===== src/hw/crs_pkg.sv =====
// constants for the cpu register and stack model
package crs_pkg;
  localparam logic [15:0] CRS_PC_MASK      = 16'h3fff;
  localparam logic [15:0] CRS_VEC_HI_ADDR  = 16'h3ffe;
  localparam logic [15:0] CRS_VEC_LO_ADDR  = 16'h3fff;
  localparam logic [9:0]  CRS_SP_UPPER     = 10'h003;
  localparam logic [5:0]  CRS_SP_TOP       = 6'h3f;
  localparam logic [15:0] CRS_SP_RESET     = 16'h00ff;
  localparam logic [15:0] CRS_STACK_LOW    = 16'h00c0;
  localparam logic [4:0]  CRS_CC_RESET     = 5'h0a;
  localparam int          CRS_CC_H_BIT     = 4;
  localparam int          CRS_CC_I_BIT     = 3;
  localparam int          CRS_CC_N_BIT     = 2;
  localparam int          CRS_CC_Z_BIT     = 1;
  localparam int          CRS_CC_C_BIT     = 0;
  localparam logic [2:0]  CRS_CALL_BYTES   = 3'h2;
  localparam logic [2:0]  CRS_IRQ_BYTES    = 3'h5;
  localparam int          CRS_NUM_IRQ      = 4;
  typedef enum {CRS_IDLE, CRS_VEC_HI, CRS_VEC_LO, CRS_PUSH, CRS_POP, CRS_TRAP} crs_state_e;
  typedef enum logic [2:0] {
    CRS_OP_NONE, CRS_OP_ADD, CRS_OP_SUB, CRS_OP_LOGIC, CRS_OP_SHIFT, CRS_OP_BTST
  } crs_aluop_e;
endpackage


===== src/hw/crs_core_regs.sv =====
// programming-model registers, stack pointer and context save sequencer
//
// Implementation choices: the placing of the registers and strobed register access.
`timescale 1ns/100ps
module crs_core_regs
  import crs_pkg::*;
(
  input  wire logic                    clk_sys,     // core clock
  input  wire logic                    rst_b,       // async reset, active low
  input  wire logic [7:0]              memData,     // program memory read data
  output logic      [15:0]             memAddr,     // vector fetch address
  output logic                         memRd,       // vector fetch strobe
  input  wire logic                    aWr,         // load accumulator
  input  wire logic                    xWr,         // load first index
  input  wire logic                    yWr,         // load second index
  input  wire logic [7:0]              wrData,      // register load data
  input  wire logic                    pcLoad,      // load program counter
  input  wire logic [15:0]             pcData,      // new program counter
  input  wire logic                    pcInc,       // step program counter
  input  wire logic                    ccWr,        // load flag register
  input  wire logic                    spReinit,    // stack pointer reinit
  input  wire logic                    callReq,     // push return address
  input  wire logic                    retReq,      // pop return address
  input  wire logic                    pushReq,     // push one data byte
  input  wire logic                    popReq,      // pop one data byte into popData
  input  wire logic [CRS_NUM_IRQ-1:0]  irqReq,      // interrupt request pulses
  input  wire logic                    trapReq,     // software trap
  input  wire logic                    iretReq,     // return from interrupt
  input  wire crs_aluop_e              aluOp,       // alu operation for flags
  input  wire logic [8:0]              aluSum,      // result with carry in bit 8
  input  wire logic                    aluHalf,     // carry from bit 3 into 4
  output logic      [7:0]              acc,         // accumulator
  output logic      [7:0]              idxX,        // first index register
  output logic      [7:0]              idxY,        // second index register
  output logic      [15:0]             progCnt,     // program counter
  output logic      [15:0]             stackPtr,    // stack pointer
  output logic      [4:0]              flagReg,     // flag register
  output logic      [7:0]              popData,     // last popped byte
  output logic                         busy,        // sequencer running
  output logic      [CRS_NUM_IRQ-1:0]  irqPending   // latched requests
);
  crs_state_e  state_r;
  logic [5:0]  spLow_r;
  logic [13:0] pc_r;
  logic [7:0]  acc_r;
  logic [7:0]  x_r;
  logic [7:0]  y_r;
  logic [4:0]  cc_r;
  logic [2:0]  cnt_r;
  logic [2:0]  len_r;
  logic        isIrq_r;
  logic        rdWait_r;
  logic [7:0]  pcHiTmp_r;
  logic [7:0]  popData_r;
  logic [CRS_NUM_IRQ-1:0] pend_r;
  logic [5:0]  ramAddr;
  logic        ramWr;
  logic [7:0]  ramWrData;
  logic [7:0]  ramRd;
  logic        irqTake;
  logic        stepPush;
  logic        stepPop;
  logic [CRS_NUM_IRQ-1:0] takeOne;

  assign progCnt  = {2'b00, pc_r};
  assign stackPtr = {CRS_SP_UPPER, spLow_r};
  assign acc      = acc_r;
  assign idxX     = x_r;
  assign idxY     = y_r;
  assign flagReg  = cc_r;
  assign popData  = popData_r;
  assign irqPending = pend_r;
  assign busy     = (state_r != CRS_IDLE);
  assign memRd    = (state_r == CRS_VEC_HI) || (state_r == CRS_VEC_LO);
  assign memAddr  = (state_r == CRS_VEC_LO) ? CRS_VEC_LO_ADDR : CRS_VEC_HI_ADDR;

  // lowest pending source wins
  assign takeOne = pend_r & ~(pend_r - 1'b1);
  assign irqTake = (state_r == CRS_IDLE) && ((|pend_r && !cc_r[CRS_CC_I_BIT]) || trapReq);
  assign stepPush = (state_r == CRS_PUSH) || (state_r == CRS_TRAP)
                    || ((state_r == CRS_IDLE) && pushReq);
  assign stepPop  = (state_r == CRS_POP) && !rdWait_r;

  // push order: pc low, pc high, x, a, cc; popped in reverse
  always_comb begin
    ramWrData = 8'h00;
    if (state_r == CRS_IDLE) begin
      ramWrData = wrData;
    end else if (isIrq_r) begin
      case (cnt_r)
        3'h0:    ramWrData = pc_r[7:0];
        3'h1:    ramWrData = {2'b00, pc_r[13:8]};
        3'h2:    ramWrData = x_r;
        3'h3:    ramWrData = acc_r;
        default: ramWrData = {3'b000, cc_r};
      endcase
    end else begin
      ramWrData = (cnt_r == 3'h0) ? pc_r[7:0] : {2'b00, pc_r[13:8]};
    end
  end

  assign ramWr   = stepPush;
  // a pop reads the byte above the free slot
  assign ramAddr = (state_r == CRS_POP) ? spLow_r + 6'h01 : spLow_r;

  crs_stack_ram u_ram (
    .clk_sys (clk_sys),
    .wrEn    (ramWr),
    .addr    (ramAddr),
    .wrData  (ramWrData),
    .rdData  (ramRd)
  );

  // stack pointer stepping; 6-bit arithmetic wraps inside the page
  always_ff @(posedge clk_sys or negedge rst_b) begin
    if (!rst_b) begin
      spLow_r <= CRS_SP_TOP;
    end else if (state_r == CRS_IDLE && spReinit) begin
      spLow_r <= CRS_SP_TOP;
    end else if (stepPush) begin
      spLow_r <= spLow_r - 6'h01;
    end else if (stepPop || (state_r == CRS_IDLE && popReq)) begin
      if (state_r == CRS_POP) begin
        spLow_r <= spLow_r + 6'h01;
      end
    end
  end

  // sequencer
  always_ff @(posedge clk_sys or negedge rst_b) begin
    if (!rst_b) begin
      state_r  <= CRS_VEC_HI;
      cnt_r    <= 3'h0;
      len_r    <= 3'h0;
      isIrq_r  <= 1'b0;
      rdWait_r <= 1'b0;
    end else begin
      case (state_r)
        CRS_VEC_HI: begin
          state_r <= CRS_VEC_LO;
        end
        CRS_VEC_LO: begin
          state_r <= CRS_IDLE;
        end
        CRS_IDLE: begin
          cnt_r    <= 3'h0;
          rdWait_r <= 1'b1;
          if (irqTake) begin
            state_r <= CRS_TRAP;
            isIrq_r <= 1'b1;
            len_r   <= CRS_IRQ_BYTES;
          end else if (callReq) begin
            state_r <= CRS_PUSH;
            isIrq_r <= 1'b0;
            len_r   <= CRS_CALL_BYTES;
          end else if (iretReq) begin
            state_r <= CRS_POP;
            isIrq_r <= 1'b1;
            len_r   <= CRS_IRQ_BYTES;
          end else if (retReq || popReq) begin
            state_r <= CRS_POP;
            isIrq_r <= 1'b0;
            len_r   <= retReq ? CRS_CALL_BYTES : 3'h1;
          end
        end
        CRS_PUSH, CRS_TRAP: begin
          cnt_r <= cnt_r + 3'h1;
          if (cnt_r == len_r - 3'h1) begin
            state_r <= CRS_IDLE;
          end
        end
        CRS_POP: begin
          rdWait_r <= ~rdWait_r;
          if (!rdWait_r) begin
            cnt_r <= cnt_r + 3'h1;
            if (cnt_r == len_r - 3'h1) begin
              state_r <= CRS_IDLE;
            end
          end
        end
        default: state_r <= CRS_IDLE;
      endcase
    end
  end

  // pending requests: set wins over the clear on service
  always_ff @(posedge clk_sys or negedge rst_b) begin
    if (!rst_b) begin
      pend_r <= '0;
    end else begin
      pend_r <= (pend_r & ~((irqTake && !trapReq) ? takeOne : '0)) | irqReq;
    end
  end

  // program counter
  always_ff @(posedge clk_sys or negedge rst_b) begin
    if (!rst_b) begin
      pc_r      <= 14'h0000;
      pcHiTmp_r <= 8'h00;
    end else if (state_r == CRS_VEC_HI) begin
      pcHiTmp_r <= memData;
    end else if (state_r == CRS_VEC_LO) begin
      pc_r <= {pcHiTmp_r[5:0], memData};
    end else if (stepPop) begin
      // pops come back reversed: flags, a, x, pc high, pc low
      if (isIrq_r ? (cnt_r == 3'h3) : (len_r == CRS_CALL_BYTES && cnt_r == 3'h0)) begin
        pc_r[13:8] <= ramRd[5:0];
      end else if (isIrq_r ? (cnt_r == 3'h4) : (len_r == CRS_CALL_BYTES)) begin
        pc_r[7:0] <= ramRd;
      end
    end else if (state_r == CRS_IDLE && pcLoad) begin
      pc_r <= pcData[13:0];
    end else if (state_r == CRS_IDLE && pcInc) begin
      pc_r <= pc_r + 14'h0001;
    end
  end

  // data registers
  always_ff @(posedge clk_sys or negedge rst_b) begin
    if (!rst_b) begin
      acc_r     <= 8'h00;
      x_r       <= 8'h00;
      y_r       <= 8'h00;
      popData_r <= 8'h00;
    end else begin
      if (stepPop) begin
        popData_r <= ramRd;
      end
      if (stepPop && isIrq_r && cnt_r == 3'h1) begin
        acc_r <= ramRd;
      end else if (aWr) begin
        acc_r <= wrData;
      end
      if (stepPop && isIrq_r && cnt_r == 3'h2) begin
        x_r <= ramRd;
      end else if (xWr) begin
        x_r <= wrData;
      end
      if (yWr) begin
        y_r <= wrData;
      end
    end
  end

  // flag register
  always_ff @(posedge clk_sys or negedge rst_b) begin
    if (!rst_b) begin
      cc_r <= CRS_CC_RESET;
    end else if (stepPop && isIrq_r && cnt_r == 3'h0) begin
      cc_r <= ramRd[4:0];
    end else if (state_r == CRS_TRAP && cnt_r == CRS_IRQ_BYTES - 3'h1) begin
      cc_r[CRS_CC_I_BIT] <= 1'b1;
    end else if (ccWr) begin
      cc_r <= wrData[4:0];
    end else if (aluOp != CRS_OP_NONE) begin
      if (aluOp == CRS_OP_ADD || aluOp == CRS_OP_SUB) begin
        cc_r[CRS_CC_H_BIT] <= aluHalf;
      end
      if (aluOp != CRS_OP_BTST) begin
        cc_r[CRS_CC_N_BIT] <= aluSum[7];
        cc_r[CRS_CC_Z_BIT] <= (aluSum[7:0] == 8'h00);
      end
      if (aluOp != CRS_OP_LOGIC) begin
        cc_r[CRS_CC_C_BIT] <= aluSum[8];
      end
    end
  end

  chk_push_dec: assert property (@(posedge clk_sys) disable iff (!rst_b)
    (state_r == CRS_PUSH) |=> spLow_r == $past(spLow_r) - 6'h01)
    else $error("stack pointer did not step down after push");
  chk_pc_upper: assert property (@(posedge clk_sys) disable iff (!rst_b)
    progCnt[15:14] == 2'b00)
    else $error("program counter upper bits not zero");
  chk_sp_page: assert property (@(posedge clk_sys) disable iff (!rst_b)
    stackPtr >= CRS_STACK_LOW && stackPtr <= CRS_SP_RESET)
    else $error("stack pointer left its page");
  chk_irq_five: assert property (@(posedge clk_sys) disable iff (!rst_b)
    (state_r == CRS_IDLE && irqTake) |=> (state_r == CRS_TRAP)[*5] ##1 state_r == CRS_IDLE)
    else $error("interrupt entry not five bytes");
  chk_irq_sp: assert property (@(posedge clk_sys) disable iff (!rst_b)
    (state_r == CRS_IDLE && irqTake) |=> ##5 spLow_r == $past(spLow_r, 6) - 6'h05)
    else $error("interrupt entry moved pointer wrongly");
  chk_mask_block: assert property (@(posedge clk_sys) disable iff (!rst_b)
    (state_r == CRS_IDLE && cc_r[CRS_CC_I_BIT] && !trapReq) |=> state_r != CRS_TRAP)
    else $error("masked interrupt taken");
  chk_reinit_top: assert property (@(posedge clk_sys) disable iff (!rst_b)
    (state_r == CRS_IDLE && spReinit && !pushReq) |=> stackPtr == CRS_SP_RESET)
    else $error("reinit did not load top of stack");
  chk_wrap_top: assert property (@(posedge clk_sys) disable iff (!rst_b)
    (stepPush && spLow_r == 6'h00 && !(state_r == CRS_IDLE && spReinit)) |=> spLow_r == CRS_SP_TOP)
    else $error("push below bottom did not wrap");
  chk_zero_flag: assert property (@(posedge clk_sys) disable iff (!rst_b)
    (state_r == CRS_IDLE && !ccWr && aluOp == CRS_OP_ADD && !irqTake && !iretReq)
    |=> cc_r[CRS_CC_Z_BIT] == ($past(aluSum[7:0]) == 8'h00))
    else $error("zero flag wrong after add");

  // context save, restore, pointer stepping, request latching and reset vector load
  chk_pop_inc: assert property (@(posedge clk_sys) disable iff (!rst_b)
    stepPop |=> spLow_r == $past(spLow_r) + 6'h01)
    else $error("stack pointer did not step up after pop");
  chk_idle_hold: assert property (@(posedge clk_sys) disable iff (!rst_b)
    (state_r == CRS_IDLE && !pushReq && !spReinit) |=> $stable(spLow_r))
    else $error("stack pointer moved without a stack access");
  chk_call_two: assert property (@(posedge clk_sys) disable iff (!rst_b)
    (state_r == CRS_IDLE && !irqTake && callReq)
    |=> (state_r == CRS_PUSH)[*2] ##1 state_r == CRS_IDLE)
    else $error("call did not take two stack bytes");
  chk_iret_len: assert property (@(posedge clk_sys) disable iff (!rst_b)
    (state_r == CRS_IDLE && !irqTake && !callReq && iretReq)
    |=> state_r == CRS_POP && len_r == CRS_IRQ_BYTES)
    else $error("return from interrupt not five bytes");
  chk_iret_end: assert property (@(posedge clk_sys) disable iff (!rst_b)
    (stepPop && isIrq_r && cnt_r == 3'h4) |=> state_r == CRS_IDLE)
    else $error("context restore did not end after five bytes");
  chk_trap_taken: assert property (@(posedge clk_sys) disable iff (!rst_b)
    (state_r == CRS_IDLE && trapReq) |=> state_r == CRS_TRAP)
    else $error("software trap not taken");
  chk_entry_mask: assert property (@(posedge clk_sys) disable iff (!rst_b)
    (state_r == CRS_TRAP && cnt_r == 3'h4) |=> cc_r[CRS_CC_I_BIT])
    else $error("interrupt entry did not set the mask");
  chk_pend_latch: assert property (@(posedge clk_sys) disable iff (!rst_b)
    (|irqReq) |=> (irqPending & $past(irqReq)) == $past(irqReq))
    else $error("interrupt request not latched");
  chk_irq_first: assert property (@(posedge clk_sys) disable iff (!rst_b)
    (state_r == CRS_TRAP && cnt_r == 3'h0) |-> ramWr && ramWrData == progCnt[7:0])
    else $error("first saved byte is not pc low");
  chk_y_kept: assert property (@(posedge clk_sys) disable iff (!rst_b)
    (busy && isIrq_r && !yWr) |=> $stable(y_r))
    else $error("second index changed by context save");
  chk_vec_load: assert property (@(posedge clk_sys) disable iff (!rst_b)
    (state_r == CRS_VEC_LO) |=> progCnt == {2'b00, $past(pcHiTmp_r[5:0]), $past(memData)})
    else $error("reset vector not loaded into pc");
endmodule


===== src/hw/crs_stack_ram.sv =====
// 64-byte stack memory with registered read data
`timescale 1ns/100ps
module crs_stack_ram (
  input  wire logic       clk_sys,  // core clock
  input  wire logic       wrEn,     // write strobe
  input  wire logic [5:0] addr,     // byte address within stack page
  input  wire logic [7:0] wrData,   // data to write
  output logic      [7:0] rdData    // registered read data
);
  logic [7:0] mem [0:63];

  always_ff @(posedge clk_sys) begin
    if (wrEn) begin
      mem[addr] <= wrData;
    end
    rdData <= mem[addr];
  end
endmodule


===== config.mk =====
export PLATFORM = sky130hd
export DESIGN_NAME = crs_core_regs
export DESIGN_NICKNAME = d
export VERILOG_FILES = /design/src/hw/crs_pkg.sv /design/src/hw/crs_core_regs.sv /design/src/hw/crs_stack_ram.sv
export SDC_FILE = /design/constraint.sdc
export NUM_CORES = 1
export LEC_CHECK = 0
export BUFFER_PORTS_ARGS = -buffer_cell sky130_fd_sc_hd__buf_4
export CAP_MARGIN = 40
export CORE_MARGIN = 10
export CORE_UTILIZATION = 45
export DETAILED_ROUTE_END_ITERATION = 10
export GPL_ROUTABILITY_DRIVEN = 1
export SLEW_MARGIN = 0
export SYNTH_ARGS = -nofsm -noshare
export SYNTH_HDL_FRONTEND = slang
export SYNTH_SLANG_ARGS = --single-unit

===== constraint.sdc =====
create_clock -name clk_sys -period 4.9 [get_ports clk_sys]
set_input_delay 0.49 -clock clk_sys [delete_from_list [all_inputs] [get_ports clk_sys]]
set_output_delay 0.49 -clock clk_sys [all_outputs]
set_load 0.01 [all_outputs]

* After elaboration in Yosys (flattened, before gate mapping)
Memory sizes are Yosys's and may differ from the RTL's. A register that Yosys moved wholly into a read port is not among the register bits.
Index checks and enable logic that the tools add are counted.
** Storage, ports and cells
- Memories :: 1
- Output and inout bits :: 91
- Memory bits (writable) :: 512
- Register bits after elaboration :: 107
- Bits of input ports :: 64
** Cells by class
- Reductions and logical operators :: 53
- Eq/ne operators :: 25
- Bitwise logic cells :: 7
- $add $sub $neg :: 6
- Muxes and demuxes :: 56
** Memories
- u_ram.mem :: depth 64, bits a word 8, rd ports 1, clocked after Yosys merged registers in 1, write ports 1, line crs_stack_ram.sv:10 : logic [7:0] mem [0:63];
** Operators with widths (count)
- $mux 32 :: 6
- $eq 32x3->1 const B :: 4
- $pmux 32 s4 :: 1
- $mux 8 :: 9
- $eq 32x2->1 const B :: 2
- $eq 32x4->1 const B :: 2
- $logic_not 32->1 :: 2
- $mux 14 :: 4
- $eq 32x1->1 const B :: 1
- $pmux 8 s4 :: 1
- $reduce_bool 32->1 :: 1
- $mux 6 :: 5
- $mux 3 :: 8
- $reduce_bool 3->1 :: 8
- $mux 1 :: 16
- $logic_and 1x1->1 :: 15
- $add 14x1->14 const B :: 1
- $eq 3x2->1 const B :: 4
- $reduce_and 3->1 :: 4
- $pmux 3 s3 :: 1
- $and 4x4->4 :: 2
- $logic_not 8->1 :: 1
- $not 4->4 :: 2
- $reduce_bool 4->1 :: 2
- 27 further kinds :: 45

* Longest topological paths before layout
Gate-level depths: netlist of the first run.
- Depth in word-level cells :: 9
- Gate-level depth with buffers :: 14
- Mapped depth without buffers :: 9

* Cells and area by module
A second synthesis of the first run with hierarchy kept.
** Unflattened totals
- Cells, all modules :: 1786
- Area, all modules :: 25727.2 um^2
** By module, submodules not included
- crs_stack_ram :: instances 1, area each 20449.6 um^2, cells each 1171
- crs_core_regs :: instances 1, area each 5277.6 um^2, cells each 615

* Worst setup path after synthesis of the first run
No wires, ideal clock.
- Path type :: register to register
- From :: reg cnt_r[2]
- To :: mem u_ram.mem[0][6], data pin
- Buffers on the path :: 2
- Cell stages (with the launch flop) :: 9
- Path slack :: 0.232 ns
- Arrival :: 3.948 ns
- Required time :: 4.180 ns
- Path through :: dfrtp_1 -> clkbuf_1 -> inv_1 -> ha_1 -> clkbuf_1 -> nand3_1 -> o21ai_0 -> a31oi_1 -> o31ai_1
** Between the ends
- Cells in the longest elaborated chain, start to end :: 4
** RTL lines
- start: declaration :: line crs_core_regs.sv:49 : logic [2:0] cnt_r;
- start signal: assignment :: line crs_core_regs.sv:167 : cnt_r <= cnt_r + 3'h1;
- start signal: assignment :: line crs_core_regs.sv:175 : cnt_r <= cnt_r + 3'h1;
- $eq 3x2->1 (tied with other cells) :: line crs_core_regs.sv:90 : case (cnt_r)
- $pmux 8 s4 or $mux 8 (tied branches) :: line crs_core_regs.sv:90, crs_core_regs.sv:98
- $mux 8 (*) :: line crs_core_regs.sv:89 : end else if (isIrq_r) begin
- $mux 8 (*) :: line crs_core_regs.sv:87 : if (state_r == CRS_IDLE) begin
- via ramWrData[6] :: line crs_core_regs.sv:58 : logic [7:0] ramWrData;
- end: declaration :: line crs_stack_ram.sv:10
The timed path passes the listed nets; every way through them passes the cells marked *.

* Worst setup path after layout of the first run
- From :: reg spLow_r[0]
- To :: reg u_ram.rdData[0], read port of u_ram.mem
** Between the ends
- Cells in the longest elaborated chain, start to end :: 2
** RTL lines
- start: declaration :: line crs_core_regs.sv:43 : logic [5:0] spLow_r;
- start signal: assignment :: line crs_core_regs.sv:121 : spLow_r <= spLow_r - 6'h01;
- start signal: assignment :: line crs_core_regs.sv:124 : spLow_r <= spLow_r + 6'h01;
- $add 6x1->6 :: line crs_core_regs.sv:104 : assign ramAddr = (state_r == CRS_POP) ? spLow_r + 6'h01 : spLow_r;
- $mux 6 (*)
- end: declaration :: line crs_stack_ram.sv:8 : output logic [7:0] rdData
Every way passes the cells marked *; elsewhere a longest branch is shown, timed or not.
A chain may end at the register's enable or synchronous reset.

==> results of run 1 <==
==> state kept, by name (all words and copies together), names as in the netlist, 4 cells and up <==
| register | cells |
|---|---|
| u_ram.rdData | 8 |
| idxX | 8 |
| popData | 8 |
| pc_r | 14 |
| acc | 8 |
| pcHiTmp_r | 6 |
| flagReg | 5 |
| spLow_r | 6 |
| u_ram.mem | 512 |
| idxY | 8 |
| irqPending | 4 |
==> worst max-delay path: stages, from the launching register on <==
cell and delay (ns):
dfstp_2 0.52, buf_4 0.31, inv_1 0.14, ha_1 0.34
inv_1 0.06, nor2_1 0.33, a21o_1 0.70, nor2_1 0.39
a221oi_1 0.37, o21ai_1 0.18, or4_1 0.55
==> kinds of logic (layout without fill, tap and decap cells) <==
kind of cell	Yosys count	count (layout)	synth area share [%]
mux	183	183	13.4
fa+ha+maj	11	11	0.546
buf+inv	133	375	2.61
simple gates	346	346	6.23
compound gates	255	255	7.03
other cells	2	27	0.0298
xor+xnor	24	24	0.864
flops	597	597	69.3
==> stage by stage <==
stage	utilization [%]	cells	power, mW
finish	53.9	2566	21.4
global route	53.9	2566	22.5
CTS	53.9	2566	21.6
detailed placement	50.1	2447	16.8
global placement	49.9	2443	16.5
floorplan	-	1576	13.2
==> power groups by stage <==
stage	Clock (mW)	Combinational (mW)	Sequential (mW)
detailed placement	0	8.73	8.05
finish	4.78	8.67	7.95
global route	5.11	9.36	8.01
CTS	4.89	8.76	7.95
global placement	0	8.50	8.03
floorplan	0	5.29	7.94
==> layer usage <==
layer | up-vias | share of wire (%)
li1 | 6563 | -
met1 | 7596 | 43
met2 | 611 | 47
met3 | 102 | 7.8
met4 | 0 | 2.8
met5 | - | 0
==> placed cells by master (no fill, tap or decap), drive strengths merged, types with 7 or more instances in the layout <==
cell,n
edfxtp,512
buf,237
nor2,142
mux4,121
nand2,91
clkbuf,84
dfrtp,68
mux2i,45
a21oi,45
o21ai,44
nand3,30
a221oi,30
conb,27
clkinv,26
a22oi,24
inv,21
nor3,18
mux2,17
a211oi,16
a31oi,14
xor2,14
nor2b,12
o22ai,12
nand2b,11
and3,11
ha,11
o31ai,11
xnor2,10
dfstp,9
o211ai,8
a2111oi,8
dfxtp,8
a32oi,7
==> worst max path at each step <==
stage	to	slack (ns)	cells past startpoint
floorplan	u_ram.mem[0][6]$_DFFE_PP_	0.23	8
global placement	u_ram.rdData[0]$_DFF_P_	0.80	9
detailed placement	u_ram.rdData[0]$_DFF_P_	0.93	10
CTS	u_ram.rdData[0]$_DFF_P_	0.90	10
global route	u_ram.rdData[0]$_DFF_P_	0.69	10
finish	u_ram.rdData[0]$_DFF_P_	0.85	10
==> cell type report <==
type / count / area [um^2]
tap: 748 / 936
sequential: 597 / 17500
timing repair buffer: 238 / 1920
clock inverter: 34 / 285
fill: 4456 / 25500
clock buffer: 84 / 1810
multi-input combinational: 846 / 7300
inverter: 19 / 71.3
==> what timing repair did <==
| item | 4_1_cts | 5_1_grt |
|---|---|---|
| hold buffers | 1 | 0 |
| endpoints found under the hold margin | 32 | 0 |
| resized for setup | 0 | 0 |
==> results.py, run 1 <==
metrics = {
    "cells_and_area": {
        "num-nets-final": 1843,
        "drive_gt1_share_pct": 28.1,
        "synthToLayoutAreaGrowth_pct": 18.2,
        "antenna-diode-count": 0,
        "fin_area_mm2": 0.0298,
    },
    "synthesis": {
        "yosysTopAreaCell": "edfxtp_1",
        "synth-edff-count": 512,
        "synthDominantCellAreaShare_pct": 61.0,
        "yosysMostFrequentCell": "edfxtp_1",
        "synth_warnings": 0,
        "synthFlopType": "edfxtp_1",
        "netlist_top_cells_count": "512 x edfxtp_1, 142 x nor2_1, 121 x mux4_2, 91 x nand2_1, 68 x dfrtp_1",
        "ys_top_cells_by_area": "edfxtp_1 61%, mux4_2 11%, dfrtp_1 6.8%, nor2_1 2.1%, mux2i_1 1.8%",
        "syn_area_mm2": 0.0252,
        "synth-seq-area-share_pct": 69.3,
        "syn_area_per_cell_um2": 16.2,
        "async_flop_share_pct": 12.9,
        "yosysUniqueCellTypes": 68,
        "synth_seq_cells": 597,
        "syn_inst": 1551,
    },
    "cts": {
        "htree_levels": 3,
        "insertion_delay_ns": 0.59,
        "clkTransAtPathRegs_ns": 0.05,
        "postCtsSetupBuffers": 0,
        "clock_sinks": 597,
        "cts_tree": "done",
        "clock_path_buffers": 3,
        "cts_buffers": 66,
        "clockRootBuffer": "clkbuf_16",
    },
    "worst_setup_path": {
        "cp.required_ns": 5.34,
        "worst-r2r-setup-slack_ns": 0.85,
        "path_class": "flip-flop to flip-flop",
        "worstSetupStartpoint": "spLow_r[0]$_DFFE_PN1P_",
        "crit_path_start_kind": "flip-flop",
        "r2r_cells": 10,
        "cp.arrival_ns": 4.49,
        "end_kind": "flip-flop",
        "r2r_end": "u_ram.rdData[0]$_DFF_P_",
        "crit_fanout": 22,
        "rr_startpoint": "spLow_r[0]$_DFFE_PN1P_",
    },
    "pwr": {
        "powerDensity_mw_per_mm2": 719,
        "intPower_mw": 13.5,
        "p_sw_mw": 7.88,
        "clkPwrFrac_pct": 22.3,
        "p_leak_nw": 10.4,
        "switching_share_pct": 36.8,
        "ir_worst_vdd_mv": 0.559,
        "p_seq_share_pct": 37.2,
        "combPwrFrac_pct": 40.5,
    },
    "sta": {
        "drv_slew": 0,
        "tns_ns": 0,
        "fmax_mhz": 247,
        "setup_ws_ns": 0.851,
        "period_share_pct": 82.6,
        "tightest_slew_ns": 0.903,
        "fin_hold_ws_ns": 0.0913,
        "finalSetupViolCount": 0,
        "relSlewSlack_pct": 39.7,
        "fin_skew_ns": 0.0208,
        "period_needed_ns": 4.05,
        "hold_viol_final": 0,
        "rsz0062_at_grt": "no",
    },
    "grt": {
        "grt_max_degree": 65,
        "grt_util_met2_pct": 30.7,
        "gr-usage-met3_pct": 3.94,
        "antenna_found_initial": 0,
        "busiest_layer": "met2",
        "met1_usage_pct": 27.4,
        "grt_pass1_vias": 14900,
        "grt_remaining_overflow": 0,
        "grt_first_pass_wirelength_um": 98500,
        "grt_usage_pct": 19.8,
    },
    "detailed_routing": {
        "vias_per_cell": 5.80,
        "first_pass_iters": 5,
        "drc": 0,
        "dr_total_vias": 14900,
        "antenna_left": 0,
        "wirelength_um": 65800,
        "wire_per_inst_um": 25.6,
        "drt_iter0_drc": 1545,
    },
    "run_status": {
        "outcome": "completed",
    },
    "min_path": {
        "hp-class": "input port to flip-flop",
        "hold_end": "irqPending[2]$_DFF_PN0_",
        "min_path_cells": 2,
        "min_from": "irqReq[2]",
    },
    "placement": {
        "portBuffers": 125,
        "dp_hpwl_um": 43300,
        "dp_slack_ns": 0.931,
        "routabilityCongestion": 0.847,
        "dpl_cell_area_mm2": 0.0277,
    },
    "floorplan": {
        "rows": 86,
        "start_util_pct": 45.6,
        "core_area_mm2": 0.0553,
        "dieArea_mm2": 0.0659,
        "die_width_um": 257,
        "die_h_um": 257,
        "ios": 155,
    },
    "job": {
        "maxCapViolations": 0,
    },
}
Power figures use the tool's default switching activity.
==> run 2: changes to the inputs <==
- clock period: 4.9 -> 3.55 ns (I/O delays scaled with it)
==> results.py, run 2 (synthesis gave the netlist of run 1 again) <==
metrics = {
    "cells_and_area": {
        "fillCellCount": 4471,
        "top_register": "u_ram.mem",
        "antenna-diode-count": 0,
        "final_common_cell": "edfxtp_1",
        "num-nets-final": 1892,
        "drive_gt1_share_pct": 29.4,
        "layout_common_cells": "512 x edfxtp_1, 267 x buf_4, 127 x nor2_1, 121 x mux4_2, 91 x nand2_1",
        "largest_reg_flops": 512,
        "multi_input_area_mm2": 0.00732,
        "synthToLayoutAreaGrowth_pct": 19.5,
        "top_regs": "u_ram.mem x512, pc_r x14",
        "register_area_mm2": 0.0175,
    },
    "worst_setup_path": {
        "r2r_cells": 10,
        "rr_startpoint": "spLow_r[0]$_DFFE_PN1P_",
        "worst-r2r-setup-slack_ns": 0.18,
        "cp.required_ns": 3.78,
        "end_kind": "flip-flop",
        "r2r_end": "u_ram.mem[11][5]$_DFFE_PP_",
        "cp.arrival_ns": 3.60,
        "path_class": "flip-flop to flip-flop",
        "crit_fanout": 21,
        "crit_path_start_kind": "flip-flop",
    },
    "sta": {
        "tns_ns": 0,
        "period_share_pct": 94.9,
        "fmax_mhz": 297,
        "relSlewSlack_pct": 34.8,
        "drv_slew": 0,
        "tightest_slew_ns": 0.976,
        "fin_skew_ns": 0.0227,
        "hold_viol_final": 0,
        "finalSetupViolCount": 0,
        "rsz0062_at_grt": "no",
        "period_needed_ns": 3.37,
    },
    "detailed_routing": {
        "first_pass_iters": 5,
        "wire_per_inst_um": 25.4,
        "antenna_left": 0,
        "wirelength_um": 66400,
        "vias_per_cell": 5.83,
        "drc": 0,
        "drt_iter0_drc": 1693,
        "dr_total_vias": 15300,
    },
    "floorplan": {
        "core_area_mm2": 0.0553,
        "ios": 155,
        "rows": 86,
        "dieArea_mm2": 0.0659,
        "die_h_um": 257,
        "start_util_pct": 45.6,
        "die_width_um": 257,
    },
    "placement": {
        "routabilityCongestion": 0.884,
        "dp_hpwl_um": 44600,
        "portBuffers": 125,
    },
    "grt": {
        "antenna_found_initial": 0,
        "busiest_layer": "met2",
        "grt_usage_pct": 19.9,
        "grt_first_pass_wirelength_um": 100000,
        "gr-usage-met3_pct": 3.19,
        "grt_max_degree": 65,
        "grt_remaining_overflow": 0,
        "met1_usage_pct": 27.8,
        "grt_pass1_vias": 15400,
        "grt_util_met2_pct": 31.5,
    },
    "cts": {
        "clock_path_buffers": 3,
        "htree_levels": 2,
        "clock_sinks": 597,
        "clockRootBuffer": "clkbuf_16",
        "clkTransAtPathRegs_ns": 0.06,
        "insertion_delay_ns": 0.62,
        "cts_buffers": 60,
        "cts_tree": "done",
    },
    "pwr": {
        "p_leak_nw": 10.6,
        "power_mw": 30.0,
        "powerDensity_mw_per_mm2": 995,
        "ir_worst_vdd_mv": 0.605,
    },
    "min_path": {
        "min_from": "wrData[2]",
        "hp-class": "input port to flip-flop",
        "min_path_cells": 2,
        "hold_end": "idxY[2]$_DFFE_PN0P_",
    },
    "job": {
        "maxCapViolations": 0,
    },
    "run_status": {
        "outcome": "completed",
    },
}
run 2: cell count changes in the layout (fill, tap and decap cells not counted), moves of 2 or more:
cell / delta
a2111oi_0: -2
a2111oi_1: +2
buf_12: +3
buf_4: +39
bufinv_16: +2
clkbuf_16: -6
clkbuf_8: -7
clkinv_1: +7
clkinv_4: +2
dlygate4sd3_1: +13
nor2_1: -8
nor2_2: +8
run 2: report_power, final:
part           switching, mW  internal (mW)
Sequential             0.667           10.2
Combinational           7.70           5.12
Clock                   2.67           3.58
run 2: layout make-up:
class | count | area share (%)
well taps | 748 | 3.11
multi-input cells | 846 | 24.3
inverters | 19 | 0.237
repair buffers | 293 | 7.89
flip-flops and latches | 597 | 58.0
clock inverters | 44 | 1.27
clock buffers | 70 | 5.18
run 2: through the flow:
| step | area (um^2) | instances | utilization, % | setup slack [ns] | hold slack (ns) |
|---|---|---|---|---|---|
| floorplan | 25300 | 1576 | - | -0.0945 | 0.0594 |
| global placement | 27900 | 2481 | 50.5 | 0.136 | 0.467 |
| detailed placement | 28000 | 2487 | 50.7 | 0.0827 | 0.387 |
| CTS | 30100 | 2615 | 54.4 | 0.0648 | 0.00148 |
| global route | 30100 | 2617 | 54.5 | 0.00800 | 0.0158 |
| finish | 30100 | 2617 | 54.5 | 0.182 | 0.0346 |
run 2: worst max-delay path by stage:
| stage | startpoint | to | slack (ns) | cells after the start |
|---|---|---|---|---|
| floorplan | spLow_r[0]$_DFFE_PN1P_ | u_ram.mem[10][0]$_DFFE_PP_ | -0.09 | 12 |
| global placement | spLow_r[0]$_DFFE_PN1P_ | u_ram.mem[3][1]$_DFFE_PP_ | 0.14 | 10 |
| detailed placement | spLow_r[0]$_DFFE_PN1P_ | u_ram.mem[7][1]$_DFFE_PP_ | 0.08 | 10 |
| CTS | spLow_r[0]$_DFFE_PN1P_ | u_ram.mem[7][1]$_DFFE_PP_ | 0.06 | 10 |
| global route | state_r[0]$_DFFE_PN1P_ | u_ram.rdData[2]$_DFF_P_ | 0.008 | 8 |
| finish | spLow_r[0]$_DFFE_PN1P_ | u_ram.mem[11][5]$_DFFE_PP_ | 0.18 | 10 |
run 2: layer usage:
metal | share of wire [%] | routed length [um]
met1 | 43 | 28300
met2 | 47 | 31400
met3 | 7.3 | 4860
met4 | 2.8 | 1840
met5 | 0 | 0
run 2: what timing repair did:
action | 4_1_cts | 5_1_grt
buffers inserted | 0 | 2
endpoints found under the hold margin | 50 | 0
resized for setup | 0 | 4
hold buffers | 14 | 0
setup endpoints to repair | 0 | 85
run 2: worst max-delay path, cell delays in order (launching register included):
cell and delay [ns]:
dfstp_2 0.59, buf_4 0.17, inv_1 0.08, ha_1 0.33, inv_1 0.07, nor2_1 0.32, a21oi_4 0.20, nor2_1 0.22
nand3_1 0.14, buf_4 0.21, nor2_1 0.63
